File: config.mk
export PLATFORM = sky130hd
export DESIGN_NAME = ocpc_host
export DESIGN_NICKNAME = d
export VERILOG_FILES = /design/src/hw/ocpc_pkg.sv /design/src/hw/ocpc_host.sv
export SDC_FILE = /design/constraint.sdc
export NUM_CORES = 1
export LEC_CHECK = 0
export ABC_AREA = 1
export BUFFER_PORTS_ARGS = -buffer_cell sky130_fd_sc_hd__buf_2
export CAP_MARGIN = 0
export CORE_UTILIZATION = 45
export CTS_BUF_LIST = sky130_fd_sc_hd__clkbuf_4 sky130_fd_sc_hd__clkbuf_8
export DETAILED_ROUTE_END_ITERATION = 16
export PLACE_DENSITY = 0.72
export REMOVE_ABC_BUFFERS = 1
export SYNTH_ARGS = -nofsm -noshare
export SYNTH_HDL_FRONTEND = slang
export SYNTH_SLANG_ARGS = --single-unit
export TNS_END_PERCENT = 50
File: constraint.sdc
create_clock -name i_mclk -period 5.18 [get_ports i_mclk]
set_input_delay 0.777 -clock i_mclk [delete_from_list [all_inputs] [get_ports i_mclk]]
set_output_delay 0.777 -clock i_mclk [all_outputs]
set_load 0.005 [all_outputs]
File: src/hw/ocpc_pkg.sv
// package of the over-current guard host controller: register map, fields,
// reset values and timing counts.
// assumes a 40 MHz clock and 32-bit apb data.
package ocpc_pkg;

  // ----------------------------------------------------------------------
  // timing
  // ----------------------------------------------------------------------
  localparam int unsigned CLK_PERIOD_NS = 25;
  localparam int unsigned RST_PULSE_NS = 200;
  localparam int unsigned RST_PULSE_CYC = (RST_PULSE_NS + CLK_PERIOD_NS - 1) / CLK_PERIOD_NS;
  localparam int unsigned GUARD_NS = 100_000_000;
  localparam int unsigned GUARD_CYC = GUARD_NS / CLK_PERIOD_NS;

  // ----------------------------------------------------------------------
  // register map (byte addresses)
  // ----------------------------------------------------------------------
  localparam int unsigned ADDR_W = 8;
  localparam logic [7:0] ADDR_CTRL = 8'h00;
  localparam logic [7:0] ADDR_STATUS = 8'h04;
  localparam logic [7:0] ADDR_INT_STAT = 8'h08;
  localparam logic [7:0] ADDR_INT_MASK = 8'h0C;
  localparam logic [7:0] ADDR_PULSE_LEN = 8'h10;

  // ctrl fields
  localparam int unsigned CTRL_HOLD_BIT = 0;
  localparam int unsigned CTRL_RESET_BIT = 1;
  localparam int unsigned CTRL_START_BIT = 2;
  localparam logic [2:0] CTRL_RESET_VAL = 3'h4;

  // status fields
  localparam int unsigned STAT_SHUTDOWN_BIT = 0;
  localparam int unsigned STAT_PULSE_BIT = 1;
  localparam int unsigned STAT_PENDING_BIT = 2;
  localparam int unsigned STAT_GUARD_BIT = 3;
  localparam int unsigned STAT_NODE_BIT = 4;

  // interrupt fields
  localparam int unsigned INT_W = 3;
  localparam int unsigned INT_ENTER_BIT = 0;
  localparam int unsigned INT_EXIT_BIT = 1;
  localparam int unsigned INT_DONE_BIT = 2;
  localparam logic [2:0] INT_MASK_RESET_VAL = 3'h0;

  localparam int unsigned LEN_W = 16;
  localparam logic [15:0] PULSE_LEN_RESET_VAL = 16'(RST_PULSE_CYC);

  typedef enum logic [0:0] {
    OCPC_IDLE,
    OCPC_PULSE
  } ocpc_state_t;

endpackage

File: src/hw/ocpc_host.sv
// host controller for a half-bridge driver's over-current guard.
// assumes the timing node is an open-drain net with its pull-up outside,
// and a status pin that is high while the driver sinks node current.
//
// Functional notes
// - keep restart interval at least 0.1 s
// - pulling node low forces shutdown
// - reset pulls node low at least 200 ns
// - latched mode needs reset after power-up
`timescale 1ns/1ps
module ocpc_host #(
  parameter int unsigned GUARD_CYC = ocpc_pkg::GUARD_CYC
) (
  input wire logic i_mclk,
  input wire logic i_rst_n,
  input wire logic i_psel,
  input wire logic i_penable,
  input wire logic i_pwrite,
  input wire logic [ocpc_pkg::ADDR_W-1:0] i_paddr,
  input wire logic [31:0] i_pwdata,
  output logic [31:0] o_prdata,
  output logic o_pready,
  output logic o_pslverr,
  input wire logic i_status_sink,
  input wire logic i_node_in,
  output logic o_node_out,
  output logic o_node_oe,
  output logic o_irq
);

  // ----------------------------------------------------------------------
  // helpers
  // ----------------------------------------------------------------------
  function automatic logic [ocpc_pkg::LEN_W-1:0] clamp_len(input logic [ocpc_pkg::LEN_W-1:0] v);
    clamp_len = (v < ocpc_pkg::PULSE_LEN_RESET_VAL) ? ocpc_pkg::PULSE_LEN_RESET_VAL : v;
  endfunction
  function automatic logic is_mapped(input logic [ocpc_pkg::ADDR_W-1:0] a);
    is_mapped = (a == ocpc_pkg::ADDR_CTRL) || (a == ocpc_pkg::ADDR_STATUS) ||
                (a == ocpc_pkg::ADDR_INT_STAT) || (a == ocpc_pkg::ADDR_INT_MASK) ||
                (a == ocpc_pkg::ADDR_PULSE_LEN);
  endfunction

  // ----------------------------------------------------------------------
  // pin synchronisers
  // ----------------------------------------------------------------------
  logic sink_meta;
  logic sink_sync;
  logic sink_prev;
  logic node_meta;
  logic node_sync;

  always_ff @(posedge i_mclk or negedge i_rst_n) begin
    if (!i_rst_n) begin
      sink_meta <= 1'b0;
      sink_sync <= 1'b0;
      sink_prev <= 1'b0;
      node_meta <= 1'b0;
      node_sync <= 1'b0;
    end else begin
      sink_meta <= i_status_sink;
      sink_sync <= sink_meta;
      sink_prev <= sink_sync;
      node_meta <= i_node_in;
      node_sync <= node_meta;
    end
  end

  logic ev_enter;
  logic ev_exit;
  assign ev_enter = sink_sync & ~sink_prev;
  assign ev_exit = ~sink_sync & sink_prev;

  // ----------------------------------------------------------------------
  // apb slave and registers
  // ----------------------------------------------------------------------
  logic ctrl_hold;
  logic ctrl_start;
  logic [ocpc_pkg::INT_W-1:0] int_stat;
  logic [ocpc_pkg::INT_W-1:0] int_mask;
  logic [ocpc_pkg::LEN_W-1:0] pulse_len;
  logic [31:0] rdata;
  logic next_ctrl_hold;
  logic next_ctrl_start;
  logic [ocpc_pkg::INT_W-1:0] next_int_stat;
  logic [ocpc_pkg::INT_W-1:0] next_int_mask;
  logic [ocpc_pkg::LEN_W-1:0] next_pulse_len;
  logic [31:0] next_rdata;
  logic reset_req;
  logic ev_done;
  logic wr_acc;
  logic rd_acc;
  logic pulse_busy;
  logic pending;
  logic guard_busy;

  assign wr_acc = i_psel & i_penable & i_pwrite;
  assign rd_acc = i_psel & i_penable & ~i_pwrite;
  assign o_pready = 1'b1;
  assign o_pslverr = i_psel & i_penable & ~is_mapped(i_paddr);
  always_comb begin
    next_ctrl_hold = ctrl_hold;
    next_ctrl_start = ctrl_start;
    next_int_mask = int_mask;
    next_pulse_len = pulse_len;
    next_rdata = rdata;
    reset_req = 1'b0;
    next_int_stat = int_stat;
    if (wr_acc) begin
      case (i_paddr)
        ocpc_pkg::ADDR_CTRL: begin
          next_ctrl_hold = i_pwdata[ocpc_pkg::CTRL_HOLD_BIT];
          next_ctrl_start = i_pwdata[ocpc_pkg::CTRL_START_BIT];
          reset_req = i_pwdata[ocpc_pkg::CTRL_RESET_BIT];
        end
        ocpc_pkg::ADDR_INT_MASK: next_int_mask = i_pwdata[ocpc_pkg::INT_W-1:0];
        ocpc_pkg::ADDR_PULSE_LEN: next_pulse_len = i_pwdata[ocpc_pkg::LEN_W-1:0];
        default: ;
      endcase
    end
    if (rd_acc && i_paddr == ocpc_pkg::ADDR_INT_STAT) begin
      next_int_stat = '0;
    end
    // a new event wins over the clearing read
    next_int_stat[ocpc_pkg::INT_ENTER_BIT] = next_int_stat[ocpc_pkg::INT_ENTER_BIT] | ev_enter;
    next_int_stat[ocpc_pkg::INT_EXIT_BIT] = next_int_stat[ocpc_pkg::INT_EXIT_BIT] | ev_exit;
    next_int_stat[ocpc_pkg::INT_DONE_BIT] = next_int_stat[ocpc_pkg::INT_DONE_BIT] | ev_done;
    // read data is captured in the setup cycle
    if (i_psel && !i_penable) begin
      next_rdata = '0;
      case (i_paddr)
        ocpc_pkg::ADDR_CTRL: begin
          next_rdata[ocpc_pkg::CTRL_HOLD_BIT] = ctrl_hold;
          next_rdata[ocpc_pkg::CTRL_START_BIT] = ctrl_start;
        end
        ocpc_pkg::ADDR_STATUS: begin
          next_rdata[ocpc_pkg::STAT_SHUTDOWN_BIT] = sink_sync;
          next_rdata[ocpc_pkg::STAT_PULSE_BIT] = pulse_busy;
          next_rdata[ocpc_pkg::STAT_PENDING_BIT] = pending;
          next_rdata[ocpc_pkg::STAT_GUARD_BIT] = guard_busy;
          next_rdata[ocpc_pkg::STAT_NODE_BIT] = node_sync;
        end
        ocpc_pkg::ADDR_INT_STAT: next_rdata[ocpc_pkg::INT_W-1:0] = int_stat;
        ocpc_pkg::ADDR_INT_MASK: next_rdata[ocpc_pkg::INT_W-1:0] = int_mask;
        ocpc_pkg::ADDR_PULSE_LEN: next_rdata[ocpc_pkg::LEN_W-1:0] = pulse_len;
        default: ;
      endcase
    end
  end

  always_ff @(posedge i_mclk or negedge i_rst_n) begin
    if (!i_rst_n) begin
      ctrl_hold <= ocpc_pkg::CTRL_RESET_VAL[ocpc_pkg::CTRL_HOLD_BIT];
      ctrl_start <= ocpc_pkg::CTRL_RESET_VAL[ocpc_pkg::CTRL_START_BIT];
      int_stat <= '0;
      int_mask <= ocpc_pkg::INT_MASK_RESET_VAL;
      pulse_len <= ocpc_pkg::PULSE_LEN_RESET_VAL;
      rdata <= 32'h0000_0000;
    end else begin
      ctrl_hold <= next_ctrl_hold;
      ctrl_start <= next_ctrl_start;
      int_stat <= next_int_stat;
      int_mask <= next_int_mask;
      pulse_len <= next_pulse_len;
      rdata <= next_rdata;
    end
  end

  assign o_prdata = rdata;
  assign o_irq = |(int_stat & int_mask);

  // ----------------------------------------------------------------------
  // node driver: hold and reset pulse
  // ----------------------------------------------------------------------
  ocpc_pkg::ocpc_state_t state;
  ocpc_pkg::ocpc_state_t next_state;
  logic [ocpc_pkg::LEN_W-1:0] pulse_cnt;
  logic [ocpc_pkg::LEN_W-1:0] next_pulse_cnt;
  logic [31:0] guard_cnt;
  logic [31:0] next_guard_cnt;
  logic start_pend;
  logic next_start_pend;
  logic req_pend;
  logic next_req_pend;
  logic node_oe;
  logic next_node_oe;
  assign pulse_busy = (state == ocpc_pkg::OCPC_PULSE);
  assign pending = req_pend | start_pend;
  assign guard_busy = (guard_cnt != 32'h0000_0000);

  always_comb begin
    next_state = state;
    next_pulse_cnt = pulse_cnt;
    next_guard_cnt = guard_cnt;
    next_start_pend = start_pend;
    next_req_pend = req_pend | reset_req;
    ev_done = 1'b0;
    // restart guard runs from each shutdown entry
    if (ev_enter) begin
      next_guard_cnt = GUARD_CYC;
    end else if (guard_busy) begin
      next_guard_cnt = guard_cnt - 32'h0000_0001;
    end
    case (state)
      ocpc_pkg::OCPC_IDLE: begin
        if ((req_pend || (start_pend && ctrl_start)) && !guard_busy) begin
          next_state = ocpc_pkg::OCPC_PULSE;
          next_pulse_cnt = clamp_len(pulse_len);
          next_req_pend = reset_req;
          next_start_pend = 1'b0;
        end
      end
      ocpc_pkg::OCPC_PULSE: begin
        next_pulse_cnt = pulse_cnt - 16'h0001;
        if (pulse_cnt == 16'h0001) begin
          next_state = ocpc_pkg::OCPC_IDLE;
          ev_done = 1'b1;
        end
      end
      default: next_state = ocpc_pkg::OCPC_IDLE;
    endcase
    next_node_oe = ctrl_hold | (next_state == ocpc_pkg::OCPC_PULSE);
  end

  always_ff @(posedge i_mclk or negedge i_rst_n) begin
    if (!i_rst_n) begin
      state <= ocpc_pkg::OCPC_IDLE;
      pulse_cnt <= '0;
      guard_cnt <= 32'h0000_0000;
      start_pend <= 1'b1;
      req_pend <= 1'b0;
      node_oe <= 1'b0;
    end else begin
      state <= next_state;
      pulse_cnt <= next_pulse_cnt;
      guard_cnt <= next_guard_cnt;
      start_pend <= next_start_pend;
      req_pend <= next_req_pend;
      node_oe <= next_node_oe;
    end
  end

  assign o_node_oe = node_oe;
  assign o_node_out = 1'b0;
endmodule

# Word-level counts from Yosys, hierarchy flattened
# Cells that the tools add are included.
# Widths: inputs -> output; s select.
# totals
input_bits,47
regBits,97
wordCells,83
output_inout_bits,37
# op_classes
muxes,20
n_eq_ne,6
addsub,2
n_lt_le_gt_ge,1
bitwise,18
reduce_logical,19
# ops
op,count
$mux 32,2
$mux 16,2
$pmux 16 s2,1
$reduce_bool 32->1,1
$sub 32x1->32 const B,1
$eq 16x1->1 const B,1
$eq 8x4->1 const B,2
$lt 16x4->1 const B,1
$sub 16x1->16 const B,1
$mux 11,1
$pmux 1 s5,2
$eq 8x3->1 const B,1
$eq 8x5->1 const B,1
$logic_not 8->1,1
$mux 1,8
$reduce_and 2->1,4
$and 1x1->1,6
$or 1x1->1,6
$logic_or 1x1->1,5
$not 1->1,5
$logic_and 1x1->1,4
$pmux 1 s4,1
$pmux 2 s2,1
$and 3x3->3,1
other kinds (6),7

# Depth between registers and ports, before layout
# depth
ltp_word,7
mapped_depth,11
ltp_nobuf,11

# Least setup slack after synthesis
# No wires, ideal clock.
# synth_timing
path_kind,input -> output
start,input port i_paddr[1] (netlist bit)
end,output port o_pslverr
t_required_ps,4403
path_buffers,1
cell_stages,5
arrival_time_ps,1471
slack_ps,2932
path_cell_list,nor2_1 > nand3_1 > nor2_2 > buf_2 > nor4_1
# synth_between
elab_chain_cells,7
word_cells_on_any_way,11
classes_between,4 x eq/ne; 2 x bitwise; 5 x reduce/logical
# synth_lines
element,line_no,text
"start, declared",ocpc_host.sv:19,"input wire logic [ocpc_pkg::ADDR_W-1:0] i_paddr,"
$eq 8x3->1 or $logic_not 8->1 (tied branches),ocpc_host.sv:38,is_mapped = (a == ocpc_pkg::ADDR_CTRL) || (a == ocpc_pkg::ADDR_STATUS) ||
$logic_or 1x1->1 (2 in series),ocpc_host.sv:38,
$logic_or 1x1->1,ocpc_host.sv:39,(a == ocpc_pkg::ADDR_INT_STAT) || (a == ocpc_pkg::ADDR_INT_MASK) ||
$logic_or 1x1->1 (*),ocpc_host.sv:39,
$not 1->1 (*),ocpc_host.sv:99,assign o_pslverr = i_psel & i_penable & ~is_mapped(i_paddr);
$and 1x1->1 (*),ocpc_host.sv:99,
"end, declared",ocpc_host.sv:23,"output logic o_pslverr,"
# Every way passes the cells marked *; elsewhere a longest branch is shown, timed or not.

# Worst setup path after layout
# Same ends and word-level chain as after synthesis.

==> results summary <==
The die is roughly 110 µm tall. The maximum fanout along the worst path came out at 31. The complex-gate fraction of the synthesized area came out at between 4 and 5%. The floorplan step defined a core boundary enclosing around 12000 µm². The critical path's slowest cell is sky130_fd_sc_hd__nor2_2. The synthesized design contains 97 register bits. Of all cell types, the one taking the most synthesized area is sky130_fd_sc_hd__dfrtp_1.

The worst register-to-register path ends at guard_cnt[4]. The number of placement rows came out at 39. Static timing analysis puts the maximum clock frequency at 0.318 GHz. By area, the combinational part of the netlist is dominated by simple AND/OR/NAND/NOR gates.

After clock tree synthesis, the clock-pin slew on the worst setup and hold paths is about 0.1 ns. The count of H-tree levels built during CTS came out at 3. In this run the critical register-to-register path is launched from sink_sync. Once the clock tree was built, the resizer swapped 0 gates to a different size. The post-synthesis async set-or-reset flop share is 100%.

The final RePlAce weighted congestion is around 0.86. The cell that appears most often on the critical path is sky130_fd_sc_hd__buf_2. The fraction of the mapped netlist area in adder cells came out at less than 1%. The clock passes through at most 2 buffers. Power spread over the standard cell area amounts to 319 nW/µm².

The total length of routed wires is approximately 12000 µm. After legalization and detailed placement, the total HPWL measured 8400 µm. In this run the worst hold path is classified as reg -> reg. The final hold slack is approximately 0.36 ns. The net count reported at finish came out at 840. Entering global routing, the biggest net connects 55 pins.

The I/O pin count came out at 84. The synthesized-area fraction occupied by xor and xnor cells is 2.25%. The flow ran to the end, but the final reports show violations.

The post-route clock skew is 0.0115 ns. Walking the worst path, the cells encountered are buf_2, nor2_1, nand3_1, nor2_2, nor4_1, buf_2. The share of final-layout standard cells stronger than drive strength 1 came out at 11.6%. The final reports fail on DRC. STA classifies the critical path startpoint as an input pin. The distinct cell type count after synthesis is 36. The final number of max-transition violations came out at 0.

The count of antenna diodes in the layout came out at 0. The number of buffers inserted during clock tree synthesis is 9. Across the run, the number of max-cap violations was 0. The number of instances on the worst hold path came out at 0.

By area the synthesized netlist is led by sky130_fd_sc_hd__dfrtp_1 (43%), sky130_fd_sc_hd__nand2_1 (15%), sky130_fd_sc_hd__nand3_1 (8.8%). The endpoint required time on the critical path came out at 4.40 ns. Counting both buffers and inverters, the worst setup path holds a total of 2. TritonCTS built the clock tree. Of the total synthesized cell area, the portion taken by AND, OR, NAND and NOR gates is roughly two fifths. The area growth from synthesis to layout came out at 8.46%. The path with the worst hold slack has its endpoint at sink_sync.

The number of setup buffers added after CTS came out at 0. For flop-to-flop paths, the worst setup slack is between 3 and 4 ns. Headroom to the max-slew limit came out at about 28%. The hold-fix buffer count after cts is 0. The cell sitting at the root of the clock tree is a sky130_fd_sc_hd__clkbuf_8.

The mean area per synthesized cell came out at approximately 7.3 µm². The largest single stage delay on the critical path is around 0.85 ns. VDD sags by at most roughly 0.00022 V. Setup repair after global routing left no endpoint under its margin. The detailed router finished its first iteration with 267 violations. The routed layout has 4704 vias.

The sink count of the clock tree came out at 97. The worst path in the final design needs a cycle of 3.15 ns, including I/O delays and setup. In this run the worst setup path begins at i_paddr[1]. The setup path with the least slack is of type in -> out. The post-synthesis instance area came out at roughly 5400 µm². The worst-case reg-to-reg path depth is 3.

The leakage power summed over all cells came out at approximately 3.1 nW. The number of setup violations in the final report is 0. In this design, the largest share of critical-path delay is due to simple AND/OR/NAND/NOR gates. The final standard cell utilization of the core is between 50 and 60%. The post-detailed-route count of antenna-violating nets is 0. After detailed routing, the number of vias per cell comes to roughly 5.0. The floorplan die width came out at between 100 and 150 µm. The number of antenna violations at the first check in global routing is 0. The starting density of the core is 46.9%.

For this run, the register share of the synthesized area comes to between 40% and 50%. The routed wire length per instance is about 12 µm. The number of input and output port buffers inserted is 49. The launch instance of the worst min-delay path is sink_meta. The multiplexer area fraction after synthesis came out at 0%. For the pin with the worst max-slew slack, the measured transition is 1.08 ns.

The total routing resource utilization after global routing came out at between 20% and 30%. The hold violation count in the final report came out at 0. The total die area is ~13000 µm².

The final period utilization is between 60% and 70%. STA puts the critical path data arrival time at 2.37 ns. The first-pass GRT wire length came out at 20200 µm. The Yosys step of the flow raised 0 warnings. Adding up every negative setup slack in the final design gives 0 ns.

The first-pass detailed-route iteration total came out at 11. The top flip-flop cell by instance count after synthesis is sky130_fd_sc_hd__dfrtp_1. The global route total overflow came out at 0. The worst setup path is captured at an output port.

The number of enable flip-flop cells after synthesis came out at 0. The cell count after synthesis is roughly 750. The via count of the first global-routing pass came out at between 4000 and 5000. For this run, design rule violations remaining after detail routing come to 3. The later-pin clock latency in the skew report came out at between 0.3 and 0.4 ns. Of the post-synthesis cell area, the dominant cell type holds roughly 43%.
-- report_power, final --
group | switching (W) | internal (W) | total [W]
combinational | 0.000315 | 0.000183 | 0.000498
clock | 0.000291 | 0.000182 | 0.000473
sequential | 0.0000829 | 0.000833 | 0.000915
total | 0.000688 | 0.00120 | 0.00189
-- layout by cell type (no fill, tap or decap), types with 2 or more instances in the layout --
master	netlist	routed
sky130_fd_sc_hd__nand2_1	218	218
sky130_fd_sc_hd__nor2_1	118	118
sky130_fd_sc_hd__nand3_1	96	96
sky130_fd_sc_hd__dfrtp_1	94	94
sky130_fd_sc_hd__inv_1	57	57
sky130_fd_sc_hd__buf_2	7	48
sky130_fd_sc_hd__o21ai_0	24	24
sky130_fd_sc_hd__conb_1	2	18
sky130_fd_sc_hd__nand4_1	15	15
sky130_fd_sc_hd__nor3_1	14	14
sky130_fd_sc_hd__a21oi_1	13	13
sky130_fd_sc_hd__xor2_1	10	10
sky130_fd_sc_hd__clkbuf_8	0	9
sky130_fd_sc_hd__o21bai_1	7	7
sky130_fd_sc_hd__nor2_2	6	6
sky130_fd_sc_hd__buf_4	19	5
sky130_fd_sc_hd__nand2_2	4	4
sky130_fd_sc_hd__xnor2_1	4	4
sky130_fd_sc_hd__nor4_1	3	3
sky130_fd_sc_hd__nor2_4	3	3
sky130_fd_sc_hd__nand3b_1	3	3
sky130_fd_sc_hd__ha_1	3	3
sky130_fd_sc_hd__clkinvlp_4	0	3
sky130_fd_sc_hd__dfstp_2	3	3
sky130_fd_sc_hd__or2_2	2	2
sky130_fd_sc_hd__nand2_4	2	2
sky130_fd_sc_hd__inv_6	0	2
-- cell families (layout without fill, tap and decap cells) --
logic type,count (synthesis),in the layout
DFF,97,97
adders and majority gates,3,3
AOI/OAI and AO/OA,47,47
and+or+nand+nor,488,488
other,2,18
buffers and inverters,97,128
xor gates and xnor gates,14,14
-- layout make-up --
cell class	instances	area [µm²]
tap	143	179
inverter	59	221
sequential	97	2430
timing repair buffer	53	278
clock buffer	9	124
fill	1193	5710
multi-input combinational	570	2610
clock inverter	7	65.1
-- per-stage QoR --
stage | total power, W | instance area [µm²] | worst slack [ns] | cells
global placement | 0.00142 | 5720 | 2.03 | 922
finish | 0.00189 | 5910 | 2.03 | 938
CTS | 0.00191 | 5910 | 2.06 | 938
global route | 0.00202 | 5910 | 1.79 | 938
floorplan | 0.00131 | 5260 | 2.56 | 726
detailed placement | 0.00143 | 5720 | 2.06 | 922
-- synth_stat cells (all sizes together), types with 10 or more instances --
master and number:
nand2 224, nor2 128, nand3 97, dfrtp 94, inv 58, buf 31
o21ai 25, nand4 15, nor3 14, a21oi 13, xor2 10
-- layer usage --
metal  vias to the layer above  GRT usage, %  routed length (µm)
met4                         0          7.64                 212
met3                        18          3.76                 429
met2                        94          33.7                5310
met1                      2152          26.1                5600
li1                       2440             -                   -
met5                         -             0                   0
-- worst max-delay path by stage --
stage / to / slack, ns / cells after the start
3_5_place_dp: o_pslverr / 2.06 / 6
2_1_floorplan: o_pslverr / 2.56 / 4
3_3_place_gp: o_pslverr / 2.03 / 6
4_1_cts: o_pslverr / 2.06 / 6
6_report: o_pslverr / 2.03 / 6
5_1_grt: o_pslverr / 1.79 / 6
-- sequential cells by signal, indices dropped and copies added (netlist names), 3 cells and up --
| register | cells |
|---|---|
| pulse_len | 16 |
| int_mask | 3 |
| pulse_cnt | 16 |
| guard_cnt | 32 |
| o_prdata | 16 |
| int_stat | 3 |
(Power assumes the default switching activity.)
